[config.mk]
export PLATFORM = sky130hd
export DESIGN_NAME = spa_autoclear
export DESIGN_NICKNAME = d
export VERILOG_FILES = /design/src/hdl/spa_pkg.sv /design/src/hdl/spa_autoclear.sv
export SDC_FILE = /design/constraint.sdc
export NUM_CORES = 1
export LEC_CHECK = 0
export ABC_AREA = 1
export BUFFER_PORTS_ARGS = -buffer_cell sky130_fd_sc_hd__buf_2
export CAP_MARGIN = 40
export CORE_MARGIN = 5
export CORE_UTILIZATION = 50
export CTS_CLUSTER_DIAMETER = 40
export DETAILED_ROUTE_END_ITERATION = 16
export HOLD_SLACK_MARGIN = 0.02
export PLACE_DENSITY = 0.74
export SYNTH_ARGS = -nofsm -noshare
export SYNTH_HDL_FRONTEND = slang
export SYNTH_SLANG_ARGS = --single-unit
export TNS_END_PERCENT = 5
[constraint.sdc]
create_clock -name clk_i -period 4.45 [get_ports clk_i]
set_clock_uncertainty 0.1 [all_clocks]
set_input_delay 0.89 -clock clk_i [delete_from_list [all_inputs] [get_ports clk_i]]
set_output_delay 0.89 -clock clk_i [all_outputs]
set_load 0.01 [all_outputs]
[src/hdl/spa_pkg.sv]
// Purpose: constants and types for the sensor position auto-clear block
// Assumes: 100 MHz clk_i, classic Wishbone register access
// Notes: all counts of milliseconds run off one shared millisecond tick
package spa_pkg;

    // ------------------------------------------------------------
    // timing
    // ------------------------------------------------------------
    localparam int unsigned CLK_PERIOD_NS = 10;
    localparam int unsigned MS_NS = 1000000;
    localparam int unsigned TICK_CYCLES = MS_NS / CLK_PERIOD_NS;
    localparam int unsigned CLEAR_MAX_MS = 1;
    localparam logic [7:0] FOLLOW_TIMEOUT_MS = 8'h64;
    localparam logic [7:0] REPORT_MS = 8'h14;
    localparam logic [7:0] RAW_RATE_RESET = 8'h64;
    localparam logic [7:0] RED_FLASH_MS = 8'h32;

    // ------------------------------------------------------------
    // register offsets (byte addresses)
    // ------------------------------------------------------------
    localparam logic [7:0] OFS_CTRL = 8'h00;
    localparam logic [7:0] OFS_POS = 8'h04;
    localparam logic [7:0] OFS_VEL = 8'h08;
    localparam logic [7:0] OFS_FAULT = 8'h0c;
    localparam logic [7:0] OFS_STATUS = 8'h10;
    localparam logic [7:0] OFS_RAW_RATE = 8'h14;
    localparam logic [7:0] OFS_RAW_ENC = 8'h18;
    localparam logic [7:0] OFS_RAW_ANA = 8'h1c;
    localparam logic [7:0] OFS_DEV_ID = 8'h20;

    // ------------------------------------------------------------
    // control fields and reset values
    // ------------------------------------------------------------
    localparam int unsigned CTRL_IDX_EN = 0;
    localparam int unsigned CTRL_FWD_EN = 1;
    localparam int unsigned CTRL_REV_EN = 2;
    localparam int unsigned CTRL_SEL_ANA = 3;
    localparam int unsigned CTRL_PHASE = 4;
    localparam int unsigned CTRL_FOLLOW = 5;
    localparam int unsigned CTRL_OVR_VALID = 6;
    localparam int unsigned CTRL_OVR_BRAKE = 7;
    localparam logic [7:0] CTRL_RESET = 8'h00;
    localparam logic [5:0] DEV_ID_RESET = 6'h01;
    localparam logic [5:0] DEV_ID_MAX = 6'h3f;

    // ------------------------------------------------------------
    // types
    // ------------------------------------------------------------
    typedef struct packed {
        logic cyc;
        logic stb;
        logic we;
        logic [7:0] adr;
        logic [3:0] sel;
        logic [31:0] dat;
    } spa_wb_req_t;

    typedef enum logic [1:0] {
        SPA_LED_OFF,
        SPA_LED_BLINK_ORANGE,
        SPA_LED_SOLID_ORANGE,
        SPA_LED_RED
    } spa_led_t;

    typedef enum logic [1:0] {
        SPA_FOL_IDLE,
        SPA_FOL_OK,
        SPA_FOL_TIMEOUT
    } spa_fol_t;

endpackage

[src/hdl/spa_autoclear.sv]
// Purpose: position auto-clear, follower timeout, fault log, brake, reporting
// Assumes: all pins synchronous to clk_i except index and limits (synchronised)
// Notes:
// Notes on behaviour
// - index clear enabled: each index rising edge zeroes the selected position.
// - limit clear enabled: position held at zero while that limit is closed.
// - clear happens locally, well under one millisecond after the event.
// - clearing works even when the drive is disabled.
// - clearing works whichever sensor is selected.
// - three separate clear enables, 1 on and 0 off.
// - index pin pulled up; open-drain or 3.3V sources both work.
// - follower disables drive after 100 ms without master update.
// - after follower timeout show enabled with zero output, solid orange.
// - sticky faults are a log only and never affect drive.
// - live and sticky faults readable; clear command wipes sticky flags.
// - button toggles stored brake mode; bus override wins for neutral (brake_o) only; led does not show brake mode.
// - any CAN error frame flashes the led red briefly.
// - selected sensor feeds position and velocity, reported every 20 ms.
// - raw encoder and analog reported every 100 ms by default, faster if set.
// - phase setting signs the selected position and velocity.
// - device ids come from 63 values and must be unique.
// - both sides talk over a 1 Mbps two-wire CAN bus.
//
// Chosen here: register access over Wishbone and the register offsets.
`timescale 1ns/100ps
module spa_autoclear
    import spa_pkg::*;
#(
    parameter int unsigned TICK_LEN = TICK_CYCLES
) (
    input wire logic clk_i,
    input wire logic rst_i,
    input wire logic ce_i,
    input wire spa_wb_req_t wb_i,
    output logic [31:0] wb_dat_o,
    output logic wb_ack_o,
    input wire logic index_drive_i,
    input wire logic index_level_i,
    input wire logic fwd_limit_closed_i,
    input wire logic rev_limit_closed_i,
    input wire logic enc_step_i,
    input wire logic enc_dir_i,
    input wire logic [9:0] analog_i,
    input wire logic [7:0] fault_i,
    input wire logic robot_enable_i,
    input wire logic master_update_i,
    input wire logic can_error_frame_i,
    input wire logic cal_button_i,
    output logic drive_enable_o,
    output logic brake_o,
    output spa_led_t led_o,
    output logic report_strobe_o,
    output logic raw_strobe_o
);

    function automatic logic [31:0] apply_phase(input logic inv, input logic [31:0] v);
        apply_phase = inv ? 32'(-v) : v;
    endfunction

    // ------------------------------------------------------------
    // pins and synchronisers
    // ------------------------------------------------------------
    // undriven index floats high through the internal pull-up
    wire idx_pin_lvl = index_drive_i ? index_level_i : 1'b1;
    logic [2:0] idx_sync_reg;
    logic [1:0] fwd_sync_reg;
    logic [1:0] rev_sync_reg;
    logic cal_prev_reg;

    always_ff @(posedge clk_i) begin
        if (rst_i) begin
            idx_sync_reg <= 3'h7;
            fwd_sync_reg <= 2'h0;
            rev_sync_reg <= 2'h0;
            cal_prev_reg <= 1'b0;
        end else if (ce_i) begin
            idx_sync_reg <= {idx_sync_reg[1:0], idx_pin_lvl};
            fwd_sync_reg <= {fwd_sync_reg[0], fwd_limit_closed_i};
            rev_sync_reg <= {rev_sync_reg[0], rev_limit_closed_i};
            cal_prev_reg <= cal_button_i;
        end
    end

    // edge taken from stages two and three only, so one edge gives one clear
    wire idx_rise = idx_sync_reg[1] & ~idx_sync_reg[2];
    wire cal_press = cal_button_i & ~cal_prev_reg;

    // ------------------------------------------------------------
    // control registers
    // ------------------------------------------------------------
    logic [7:0] ctrl_reg;
    logic [7:0] raw_rate_reg;
    logic [5:0] dev_id_reg;
    wire cfg_idx_en = ctrl_reg[CTRL_IDX_EN];
    wire cfg_fwd_en = ctrl_reg[CTRL_FWD_EN];
    wire cfg_rev_en = ctrl_reg[CTRL_REV_EN];
    wire cfg_sel_ana = ctrl_reg[CTRL_SEL_ANA];
    wire cfg_phase = ctrl_reg[CTRL_PHASE];
    wire cfg_follow = ctrl_reg[CTRL_FOLLOW];
    wire cfg_ovr_valid = ctrl_reg[CTRL_OVR_VALID];
    wire cfg_ovr_brake = ctrl_reg[CTRL_OVR_BRAKE];

    // clear is independent of drive enable and sensor choice
    wire clr_idx = cfg_idx_en & idx_rise;
    wire clr_lim = (cfg_fwd_en & fwd_sync_reg[1]) | (cfg_rev_en & rev_sync_reg[1]);
    wire clr_any = clr_idx | clr_lim;

    // ------------------------------------------------------------
    // wishbone decode
    // ------------------------------------------------------------
    wire wb_req = wb_i.cyc & wb_i.stb;
    wire wb_fire = wb_req & ~wb_ack_o;
    wire wb_wr = wb_req & wb_i.we & wb_ack_o & wb_i.sel[0];
    wire wr_ctrl = wb_wr & (wb_i.adr == OFS_CTRL);
    wire wr_fault = wb_wr & (wb_i.adr == OFS_FAULT);
    wire wr_rate = wb_wr & (wb_i.adr == OFS_RAW_RATE);
    wire wr_id = wb_wr & (wb_i.adr == OFS_DEV_ID);

    always_ff @(posedge clk_i) begin
        if (rst_i) begin
            ctrl_reg <= CTRL_RESET;
            raw_rate_reg <= RAW_RATE_RESET;
            dev_id_reg <= DEV_ID_RESET;
        end else if (ce_i) begin
            if (wr_ctrl) begin
                ctrl_reg <= wb_i.dat[7:0];
            end
            // a zero period would wrap to a 256 ms report period; keep the old value
            if (wr_rate && wb_i.dat[7:0] != 8'h00) begin
                raw_rate_reg <= wb_i.dat[7:0];
            end
            // id zero is not one of the 63 usable ids
            if (wr_id && wb_i.dat[5:0] != 6'h00) begin
                dev_id_reg <= wb_i.dat[5:0];
            end
        end
    end

    // ------------------------------------------------------------
    // sensors and position
    // ------------------------------------------------------------
    logic [31:0] quad_pos_reg;
    logic [9:0] ana_off_reg;
    wire [31:0] ana_pos = 32'({22'h0, analog_i}) - 32'({22'h0, ana_off_reg});
    wire [31:0] sel_raw = cfg_sel_ana ? ana_pos : quad_pos_reg;
    wire [31:0] sel_pos = apply_phase(cfg_phase, sel_raw);
    wire [31:0] quad_step = enc_dir_i ? 32'hffffffff : 32'h00000001;

    always_ff @(posedge clk_i) begin
        if (rst_i) begin
            quad_pos_reg <= 32'h0;
            ana_off_reg <= 10'h0;
        end else if (ce_i) begin
            if (clr_any && !cfg_sel_ana) begin
                quad_pos_reg <= 32'h0;
            end else if (enc_step_i) begin
                quad_pos_reg <= quad_pos_reg + quad_step;
            end
            // an absolute sensor is zeroed by capturing its present value
            if (clr_any && cfg_sel_ana) begin
                ana_off_reg <= analog_i;
            end
        end
    end

    // ------------------------------------------------------------
    // millisecond tick and reporting
    // ------------------------------------------------------------
    logic [31:0] tick_cnt_reg;
    wire ms_tick = (tick_cnt_reg == 32'(TICK_LEN - 1));
    logic [7:0] rep_ms_reg;
    logic [7:0] raw_ms_reg;
    logic [31:0] rep_pos_reg;
    logic [31:0] rep_vel_reg;
    logic [31:0] raw_enc_reg;
    logic [9:0] raw_ana_reg;
    wire rep_due = ms_tick & (rep_ms_reg == REPORT_MS - 8'h01);
    wire raw_due = ms_tick & (raw_ms_reg >= raw_rate_reg - 8'h01);

    always_ff @(posedge clk_i) begin
        if (rst_i) begin
            tick_cnt_reg <= 32'h0;
            rep_ms_reg <= 8'h0;
            raw_ms_reg <= 8'h0;
            rep_pos_reg <= 32'h0;
            rep_vel_reg <= 32'h0;
            raw_enc_reg <= 32'h0;
            raw_ana_reg <= 10'h0;
            report_strobe_o <= 1'b0;
            raw_strobe_o <= 1'b0;
        end else if (ce_i) begin
            tick_cnt_reg <= ms_tick ? 32'h0 : tick_cnt_reg + 32'h1;
            report_strobe_o <= rep_due;
            raw_strobe_o <= raw_due;
            if (ms_tick) begin
                rep_ms_reg <= rep_due ? 8'h0 : rep_ms_reg + 8'h1;
                raw_ms_reg <= raw_due ? 8'h0 : raw_ms_reg + 8'h1;
            end
            if (rep_due) begin
                rep_pos_reg <= sel_pos;
                // velocity is the signed change per 20 ms window
                rep_vel_reg <= sel_pos - rep_pos_reg;
            end
            if (raw_due) begin
                raw_enc_reg <= quad_pos_reg;
                raw_ana_reg <= analog_i;
            end
        end
    end

    // ------------------------------------------------------------
    // follower watchdog
    // ------------------------------------------------------------
    spa_fol_t fol_reg;
    spa_fol_t fol_next;
    logic [7:0] fol_ms_reg;
    wire fol_expire = ms_tick & (fol_ms_reg == FOLLOW_TIMEOUT_MS - 8'h01) & ~master_update_i;

    always_comb begin
        fol_next = fol_reg;
        case (fol_reg)
            SPA_FOL_IDLE: begin
                if (cfg_follow) begin
                    fol_next = SPA_FOL_OK;
                end
            end
            SPA_FOL_OK: begin
                if (!cfg_follow) begin
                    fol_next = SPA_FOL_IDLE;
                end else if (fol_expire) begin
                    fol_next = SPA_FOL_TIMEOUT;
                end
            end
            SPA_FOL_TIMEOUT: begin
                if (!cfg_follow) begin
                    fol_next = SPA_FOL_IDLE;
                end else if (master_update_i) begin
                    fol_next = SPA_FOL_OK;
                end
            end
            default: fol_next = SPA_FOL_IDLE;
        endcase
    end

    always_ff @(posedge clk_i) begin
        if (rst_i) begin
            fol_reg <= SPA_FOL_IDLE;
            fol_ms_reg <= 8'h0;
        end else if (ce_i) begin
            fol_reg <= fol_next;
            if (master_update_i || fol_reg != SPA_FOL_OK) begin
                fol_ms_reg <= 8'h0;
            end else if (ms_tick) begin
                fol_ms_reg <= fol_ms_reg + 8'h1;
            end
        end
    end

    // ------------------------------------------------------------
    // faults, brake, led, drive
    // ------------------------------------------------------------
    logic [7:0] sticky_reg;
    logic brake_mode_reg;
    logic [7:0] red_ms_reg;
    wire red_active = (red_ms_reg != 8'h00);
    // sticky flags never feed the drive path; they are only read back
    wire drive_ok = robot_enable_i & (fol_next != SPA_FOL_TIMEOUT);
    spa_led_t led_next;

    always_comb begin
        if (can_error_frame_i || red_active) begin
            led_next = SPA_LED_RED;
        end else if (!robot_enable_i) begin
            led_next = SPA_LED_BLINK_ORANGE;
        end else if (fol_next == SPA_FOL_TIMEOUT) begin
            led_next = SPA_LED_SOLID_ORANGE;
        end else begin
            led_next = SPA_LED_OFF;
        end
    end

    always_ff @(posedge clk_i) begin
        if (rst_i) begin
            sticky_reg <= 8'h0;
            brake_mode_reg <= 1'b0;
            red_ms_reg <= 8'h0;
            drive_enable_o <= 1'b0;
            brake_o <= 1'b0;
            led_o <= SPA_LED_OFF;
        end else if (ce_i) begin
            // a fault present in the clear cycle survives the clear
            sticky_reg <= (wr_fault ? 8'h00 : sticky_reg) | fault_i;
            if (cal_press) begin
                brake_mode_reg <= ~brake_mode_reg;
            end
            if (can_error_frame_i) begin
                red_ms_reg <= RED_FLASH_MS;
            end else if (ms_tick && red_active) begin
                red_ms_reg <= red_ms_reg - 8'h01;
            end
            drive_enable_o <= drive_ok;
            brake_o <= cfg_ovr_valid ? cfg_ovr_brake : brake_mode_reg;
            led_o <= led_next;
        end
    end

    // ------------------------------------------------------------
    // wishbone read and ack
    // ------------------------------------------------------------
    logic [31:0] rd_mux;
    always_comb begin
        case (wb_i.adr)
            OFS_CTRL: rd_mux = {24'h0, ctrl_reg};
            OFS_POS: rd_mux = rep_pos_reg;
            OFS_VEL: rd_mux = rep_vel_reg;
            OFS_FAULT: rd_mux = {16'h0, sticky_reg, fault_i};
            OFS_STATUS: rd_mux = {24'h0, 1'b0, brake_o, fol_reg, led_o, drive_enable_o, red_active};
            OFS_RAW_RATE: rd_mux = {24'h0, raw_rate_reg};
            OFS_RAW_ENC: rd_mux = raw_enc_reg;
            OFS_RAW_ANA: rd_mux = {22'h0, raw_ana_reg};
            OFS_DEV_ID: rd_mux = {26'h0, dev_id_reg};
            default: rd_mux = 32'h0;
        endcase
    end

    always_ff @(posedge clk_i) begin
        if (rst_i) begin
            wb_ack_o <= 1'b0;
            wb_dat_o <= 32'h0;
        end else if (ce_i) begin
            wb_ack_o <= wb_fire;
            if (wb_fire) begin
                wb_dat_o <= rd_mux;
            end
        end
    end
endmodule

==> results of run 1 <==
per-stage QoR:
stage / area, um2 / TNS, ps / total power [uW] / hold WS [ps] / util
3_3_place_gp: 20400 / -9360 / 4210 / 338 / 0.574
3_5_place_dp: 20400 / -10300 / 4230 / 341 / 0.575
6_report: 23100 / 0 / 8390 / 349 / 0.650
4_1_cts: 22200 / -9.52 / 8180 / 354 / 0.625
2_1_floorplan: 18000 / -9.81 / 3620 / 322 / -
5_1_grt: 23100 / -1010 / 8730 / 362 / 0.650
cell type report:
cell class,instances,area [um2],area share
Inverter,414,1560,0.0678
Tap cell,461,577,0.0250
Clock inverter,39,510,0.0221
Clock buffer,51,1220,0.0530
Timing Repair Buffer,320,2260,0.0982
Antenna cell,1,2.50,0.000109
Sequential cell,292,5850,0.253
Multi-Input combinational cell,1882,11100,0.480
power groups by stage:
| stage | combinational [uW] | clock [uW] | sequential (uW) |
|---|---|---|---|
| after floorplan | 878 | 0 | 2740 |
| after global placement | 1460 | 0 | 2750 |
| after detailed placement | 1480 | 0 | 2750 |
| after CTS | 1500 | 3990 | 2700 |
| after global routing | 1910 | 4110 | 2700 |
| final | 1750 | 3940 | 2700 |
cell families (layout without fill, tap and decap cells):
kind of cell             count (synthesis)  count (layout)  synth area share
AO/OA/AOI/OAI                          622             622             0.199
XOR/XNOR                                54              54            0.0263
adder cells (fa/ha/maj)                 89              89            0.0633
buffers and inverters                  487             824             0.106
flip-flops                             292             292             0.326
other                                    0               1                 0
AND/OR/NAND/NOR                       1117            1117             0.280
worst max-delay path: cells and delay by family:
kind	cells	cell delay, ps
AO/OA/AOI/OAI	2	260
XOR/XNOR	1	130
AND/OR/NAND/NOR	14	1670
adder cells (fa/ha/maj)	3	840
buffers and inverters	9	930
cell usage in the layout, fill, tap and decap left out, types with 10 or more instances in the layout:
| cell type | instances |
|---|---|
| a211oi_1 | 22 |
| nor2_4 | 19 |
| nand2_1 | 514 |
| a21oi_1 | 227 |
| o211ai_1 | 16 |
| or2_2 | 17 |
| o21ai_0 | 163 |
| nand3_1 | 131 |
| ha_1 | 64 |
| xor2_1 | 27 |
| a21o_1 | 12 |
| nor2_1 | 210 |
| nand2_2 | 39 |
| dfxtp_1 | 292 |
| inv_6 | 12 |
| buf_2 | 87 |
| o221ai_1 | 11 |
| inv_1 | 388 |
| nand3_2 | 16 |
| xnor2_1 | 22 |
| a221oi_1 | 18 |
| o22ai_1 | 41 |
| buf_4 | 224 |
| nand4_1 | 37 |
| a21oi_2 | 19 |
| nor2_2 | 24 |
| o21a_1 | 10 |
| o21ai_1 | 21 |
| inv_2 | 15 |
| clkbuf_16 | 48 |
| nand2_4 | 13 |
| nor3_1 | 38 |
| ha_4 | 21 |
| nor4_1 | 17 |
what timing repair did:
item,4_1_cts,5_1_grt
setup endpoints to repair,7,20
resized for setup,9,180
buffers inserted,0,10
pin swaps,1,61
how the worst max path moves through the flow:
| stage | startpoint | end | cells past startpoint |
|---|---|---|---|
| final | analog_i[0] | rep_vel_reg[23] | 29 |
| after global routing | analog_i[5] | rep_vel_reg[30] | 32 |
| after CTS | analog_i[0] | rep_vel_reg[21] | 32 |
| after detailed placement | analog_i[0] | rep_vel_reg[23] | 32 |
| after global placement | analog_i[0] | rep_vel_reg[23] | 32 |
| after floorplan | analog_i[0] | rep_vel_reg[26] | 31 |
metal layers:
metal  vias to the layer above  part of all wire  global-route usage
li1                       9466                 -                   -
met1                      8886              0.44               0.402
met2                       770              0.44               0.453
met3                       152             0.086              0.0518
met4                         0             0.033              0.0931
met5                         -                 0                   0
==> results.cfg, run 1 <==
[placement]
dp_cells = 3359
hpwl_um = 44100
globalplace.congestion = 0.946
dpl_worst_slack_ps = -745
io_buffers = 89

[flow_run]
cap_viol_max_count = 0

[global_routing]
grt_pass1_vias = 18100
grt_pass1_wl_um = 93100
grt_max_degree = 71
grt_usage = 0.288
overflow = 0
antenna_found_initial = 1

[synth]
synth_cells = 2661
synth_cell_types = 63
synth_common_cells = 537 x nand2_1, 395 x inv_1, 292 x dfxtp_1, 249 x a21oi_1, 230 x nor2_1
synth_top_cell_area_share = 0.326
synth.most_common_cell = nand2_1
ys_warn_count = 0
synth_nets = 2828
synth_ff_type = dfxtp_1
async_flop_share = 0
synth.area.top_cells = dfxtp_1 33%, nand2_1 11%, inv_1 8.3%
synth_area_leader_cell = dfxtp_1
synth-seq-area-share = 0.326
synth_edf_count = 0
syn_area_um2 = 18000
syn_avg_cell_area_um2 = 6.75
synth-seq-cells = 292

[critical_path]
ff2ff_setup_slack_ps = 140
cp_max_fo = 4
reg2reg_to = rep_vel_reg[23]
critPathMostFrequentCell = nand2_1
rr_worst_depth = 27
cpPeakStageDelay_ps = 410
crit_required_ps = 4850
cp_slowest_cell = fa_2
crit_type = in -> reg
worstSetupEndpointType = flop
start_kind = primary input
crit_arrival_ps = 4750
r2r_start = ana_off_reg[0]

[final_layout]
drive_gt1_frac = 0.216
layout-area-overhead-vs-synth_pct = 28.4
nets = 3125
nFillCells = 3017
fin_cells = 3460

[timing]
slew_headroom = 0.392
slew_violations = 0
finalHoldViolations = 0
worst_slack_ps = 101
final.min_clock_period_ps = 4350
fmax_mhz = 230
worstMarginPinSlew_ps = 912
fin_crit_sh = 0.977
setup_violations = 0
rsz0062_at_grt = true

[drt]
vias_per_cell = 5.57
vias = 19300
post_drt_wl_per_cell_um = 17.3
drt-initial-drc-count = 1718
ant_nets = 0
finalWirelength_um = 60000
drc = 0
dr.pass1.iters = 6

[clock_tree]
cts_sinks = 292
clockBufferDepth = 3
worstSkewPairLatency_ps = 610
tritoncts = yes
cts.clk_slew.worst_paths_ps = 60
h-tree-depth = 2
cts_root_buffer = clkbuf_16
cts_hold_buf = 0
cts_buffers = 48

[power]
switching_share = 0.312
clock_power_share = 0.470
cellLeakagePower_uw = 0.0105
power.switching_uw = 2620
power_density_nw_per_um2 = 364
vdd.ir_drop.worst_mv = 0.464
p_int_uw = 5780
power_frac_comb = 0.209
seqPwrFrac = 0.322

[worst_hold_path]
holdPathStages = 2
hp-class = reg -> reg
whs_endpoint = rep_vel_reg[31]
worstHoldStart = rep_vel_reg[31]

[floorplanning]
die_x_um = 199
num_rows = 69
io-pin-count = 117
die_area_um2 = 39800
core_area_um2 = 35500
start_util = 0.506
die_h_um = 199

[outcome]
status = finished, final reports clean
No activity file was read; power rests on OpenSTA's default activity.
==> run 2: changes to the inputs <==
--- a/config.mk
+++ b/config.mk
@@ -12,8 +12,10 @@
 export CORE_UTILIZATION = 50
 export CTS_CLUSTER_DIAMETER = 40
 export DETAILED_ROUTE_END_ITERATION = 16
+export GPL_ROUTABILITY_DRIVEN = 0
 export HOLD_SLACK_MARGIN = 0.02
 export PLACE_DENSITY = 0.74
+export RECOVER_POWER = 50
 export SYNTH_ARGS = -nofsm -noshare
 export SYNTH_HDL_FRONTEND = slang
 export SYNTH_SLANG_ARGS = --single-unit
==> run 2 against run 1 <==
Critical path depth up 1. The flow now finishes with violations (capacitance limit, slew limit, setup timing). Largest cell class unchanged. Sequential cell count unchanged. Sequential share of layout area increased by 0.74 points. Worst hold slack better by 4.0 ps. Register-to-register slack got worse by 90 ps. Non-clock buffer count down 23.
==> results.cfg, run 2 (same netlist as run 1, synthesis figures left out) <==
[clock_tree]
h-tree-depth = 2
tritoncts = yes
cts.clk_slew.worst_paths_ps = 60
cts_sinks = 292
clockBufferDepth = 3
cts_buffers = 49
cts_root_buffer = clkbuf_16
worstSkewPairLatency_ps = 610

[floorplanning]
die_x_um = 199
core_area_um2 = 35500
io-pin-count = 117
die_area_um2 = 39800
num_rows = 69
die_h_um = 199
start_util = 0.506

[critical_path]
crit_family = simple AND/OR/NAND/NOR gates
cpPeakStageDelay_ps = 340
path_buf_inv = 7
rr_worst_depth = 28
critPathMostFrequentCell = nand2_1
reg2reg_to = rep_vel_reg[25]
start_kind = primary input
cp_max_fo = 5
r2r_start = ana_off_reg[6]
crit_required_ps = 4830
ff2ff_setup_slack_ps = 50
cp_slowest_cell = fa_2
path_depth = 30
worstSetupEndpointType = flop
crit_arrival_ps = 4850
crit_type = in -> reg

[timing]
worst_slack_ps = -21.7
fin_crit_sh = 1.00
finalHoldViolations = 0
slew_violations = 33
final.min_clock_period_ps = 4470
setup_violations = 1
worstMarginPinSlew_ps = 1550
slew_headroom = -0.0336
rsz0062_at_grt = true
hold_ws_ps = 353
fmax_mhz = 224

[placement]
post_dp_cell_area_um2 = 20200
io_buffers = 89
hpwl_um = 42800
dpl_worst_slack_ps = -645

[final_layout]
drive_gt1_frac = 0.182
nets = 3103
nFillCells = 3004
multiInputGateArea_um2 = 10700
layout-area-overhead-vs-synth_pct = 24.8
layout_common_cells = 527 x nand2_1, 388 x inv_1, 292 x dfxtp_1, 226 x a21oi_1, 220 x nor2_1
utilization = 0.632
seq_area_um2 = 5850
fin_area_um2 = 22400
layout.cells.most_common = nand2_1

[drt]
post_drt_wl_per_cell_um = 16.8
ant_nets = 0
dr.pass1.iters = 6
vias = 19400
vias_per_cell = 5.65
drc = 0
drt-initial-drc-count = 1813
finalWirelength_um = 57800

[worst_hold_path]
hp-class = reg -> reg
whs_endpoint = rep_pos_reg[28]
holdPathStages = 2
worstHoldStart = rep_pos_reg[28]

[power]
vdd.ir_drop.worst_mv = 0.524
power_density_nw_per_um2 = 366
cellLeakagePower_uw = 0.0101
power_uw = 8210

[global_routing]
grt_max_degree = 58
overflow = 0
grt_usage = 0.274
grt_pass1_wl_um = 88700
antenna_found_initial = 2
grt_pass1_vias = 17800

[flow_run]
cap_viol_max_count = 1

[outcome]
violations = capacitance limit, slew limit, setup timing
status = finished with violations
==> run 2: cell types whose count changed in the layout (fill, tap and decap cells not counted), moves of 7 or more <==
cell,previous run,this run
nand3_2,16,9
clkbuf_1,2,45
buf_4,224,201
nand3_1,131,140
nor2_1,210,220
buf_2,87,48
nand2_1,514,527
nor2_4,19,12
nand2_2,39,29
==> run 2: routing by layer <==
| metal | vias up | GRT usage | share of wire |
|---|---|---|---|
| met1 | 8931 | 0.369 | 0.42 |
| met2 | 935 | 0.434 | 0.44 |
| met4 | 2 | 0.0870 | 0.028 |
| li1 | 9412 | - | - |
| met3 | 152 | 0.0679 | 0.11 |
| met5 | - | 0 | 0.00016 |
==> run 2: how the worst max path moves through the flow <==
stage                     slack [ps]              end           start
final                            -20  rep_vel_reg[25]     analog_i[0]
after global routing            -210  rep_vel_reg[25]  ana_off_reg[6]
after CTS                         10  rep_vel_reg[25]     analog_i[0]
after detailed placement        -640  rep_vel_reg[25]     analog_i[0]
after global placement          -550  rep_vel_reg[26]     analog_i[0]
after floorplan                  -10  rep_vel_reg[26]     analog_i[0]
==> run 2: stage by stage <==
step                      instances  TNS [ps]
after floorplan                2661     -9.81
after CTS                      3429         0
final                          3439     -21.7
after detailed placement       3337    -10220
after global routing           3439     -1030
after global placement         3336     -8260
==> run 2: power breakdown <==
group	internal [uW]	switching, uW
registers	2660	40.5
clock network	2280	1590
logic	703	942
total	5640	2570
==> run 2: worst min-delay path, stage by stage (launching register included) <==
cell and delay (ps):
dfxtp_1 310, nand2_1 60, nand2_1 40
==> run 2: what timing repair did <==
item	in CTS	in global routing
endpoints found under the setup margin	3	19
hold buffers	0	0
pin swaps	3	43
gates resized for setup	2	135
setup buffers	0	9
hold endpoints to repair	0	0
==> run 2: area by class of cell <==
cell class,count,area share
flip-flops and latches,292,0.261
well taps,461,0.0257
repair buffers,297,0.0889
clock inverters,40,0.0202
inverters,414,0.0695
clock buffers,52,0.0561
multi-input cells,1882,0.478
diodes,1,0.000112
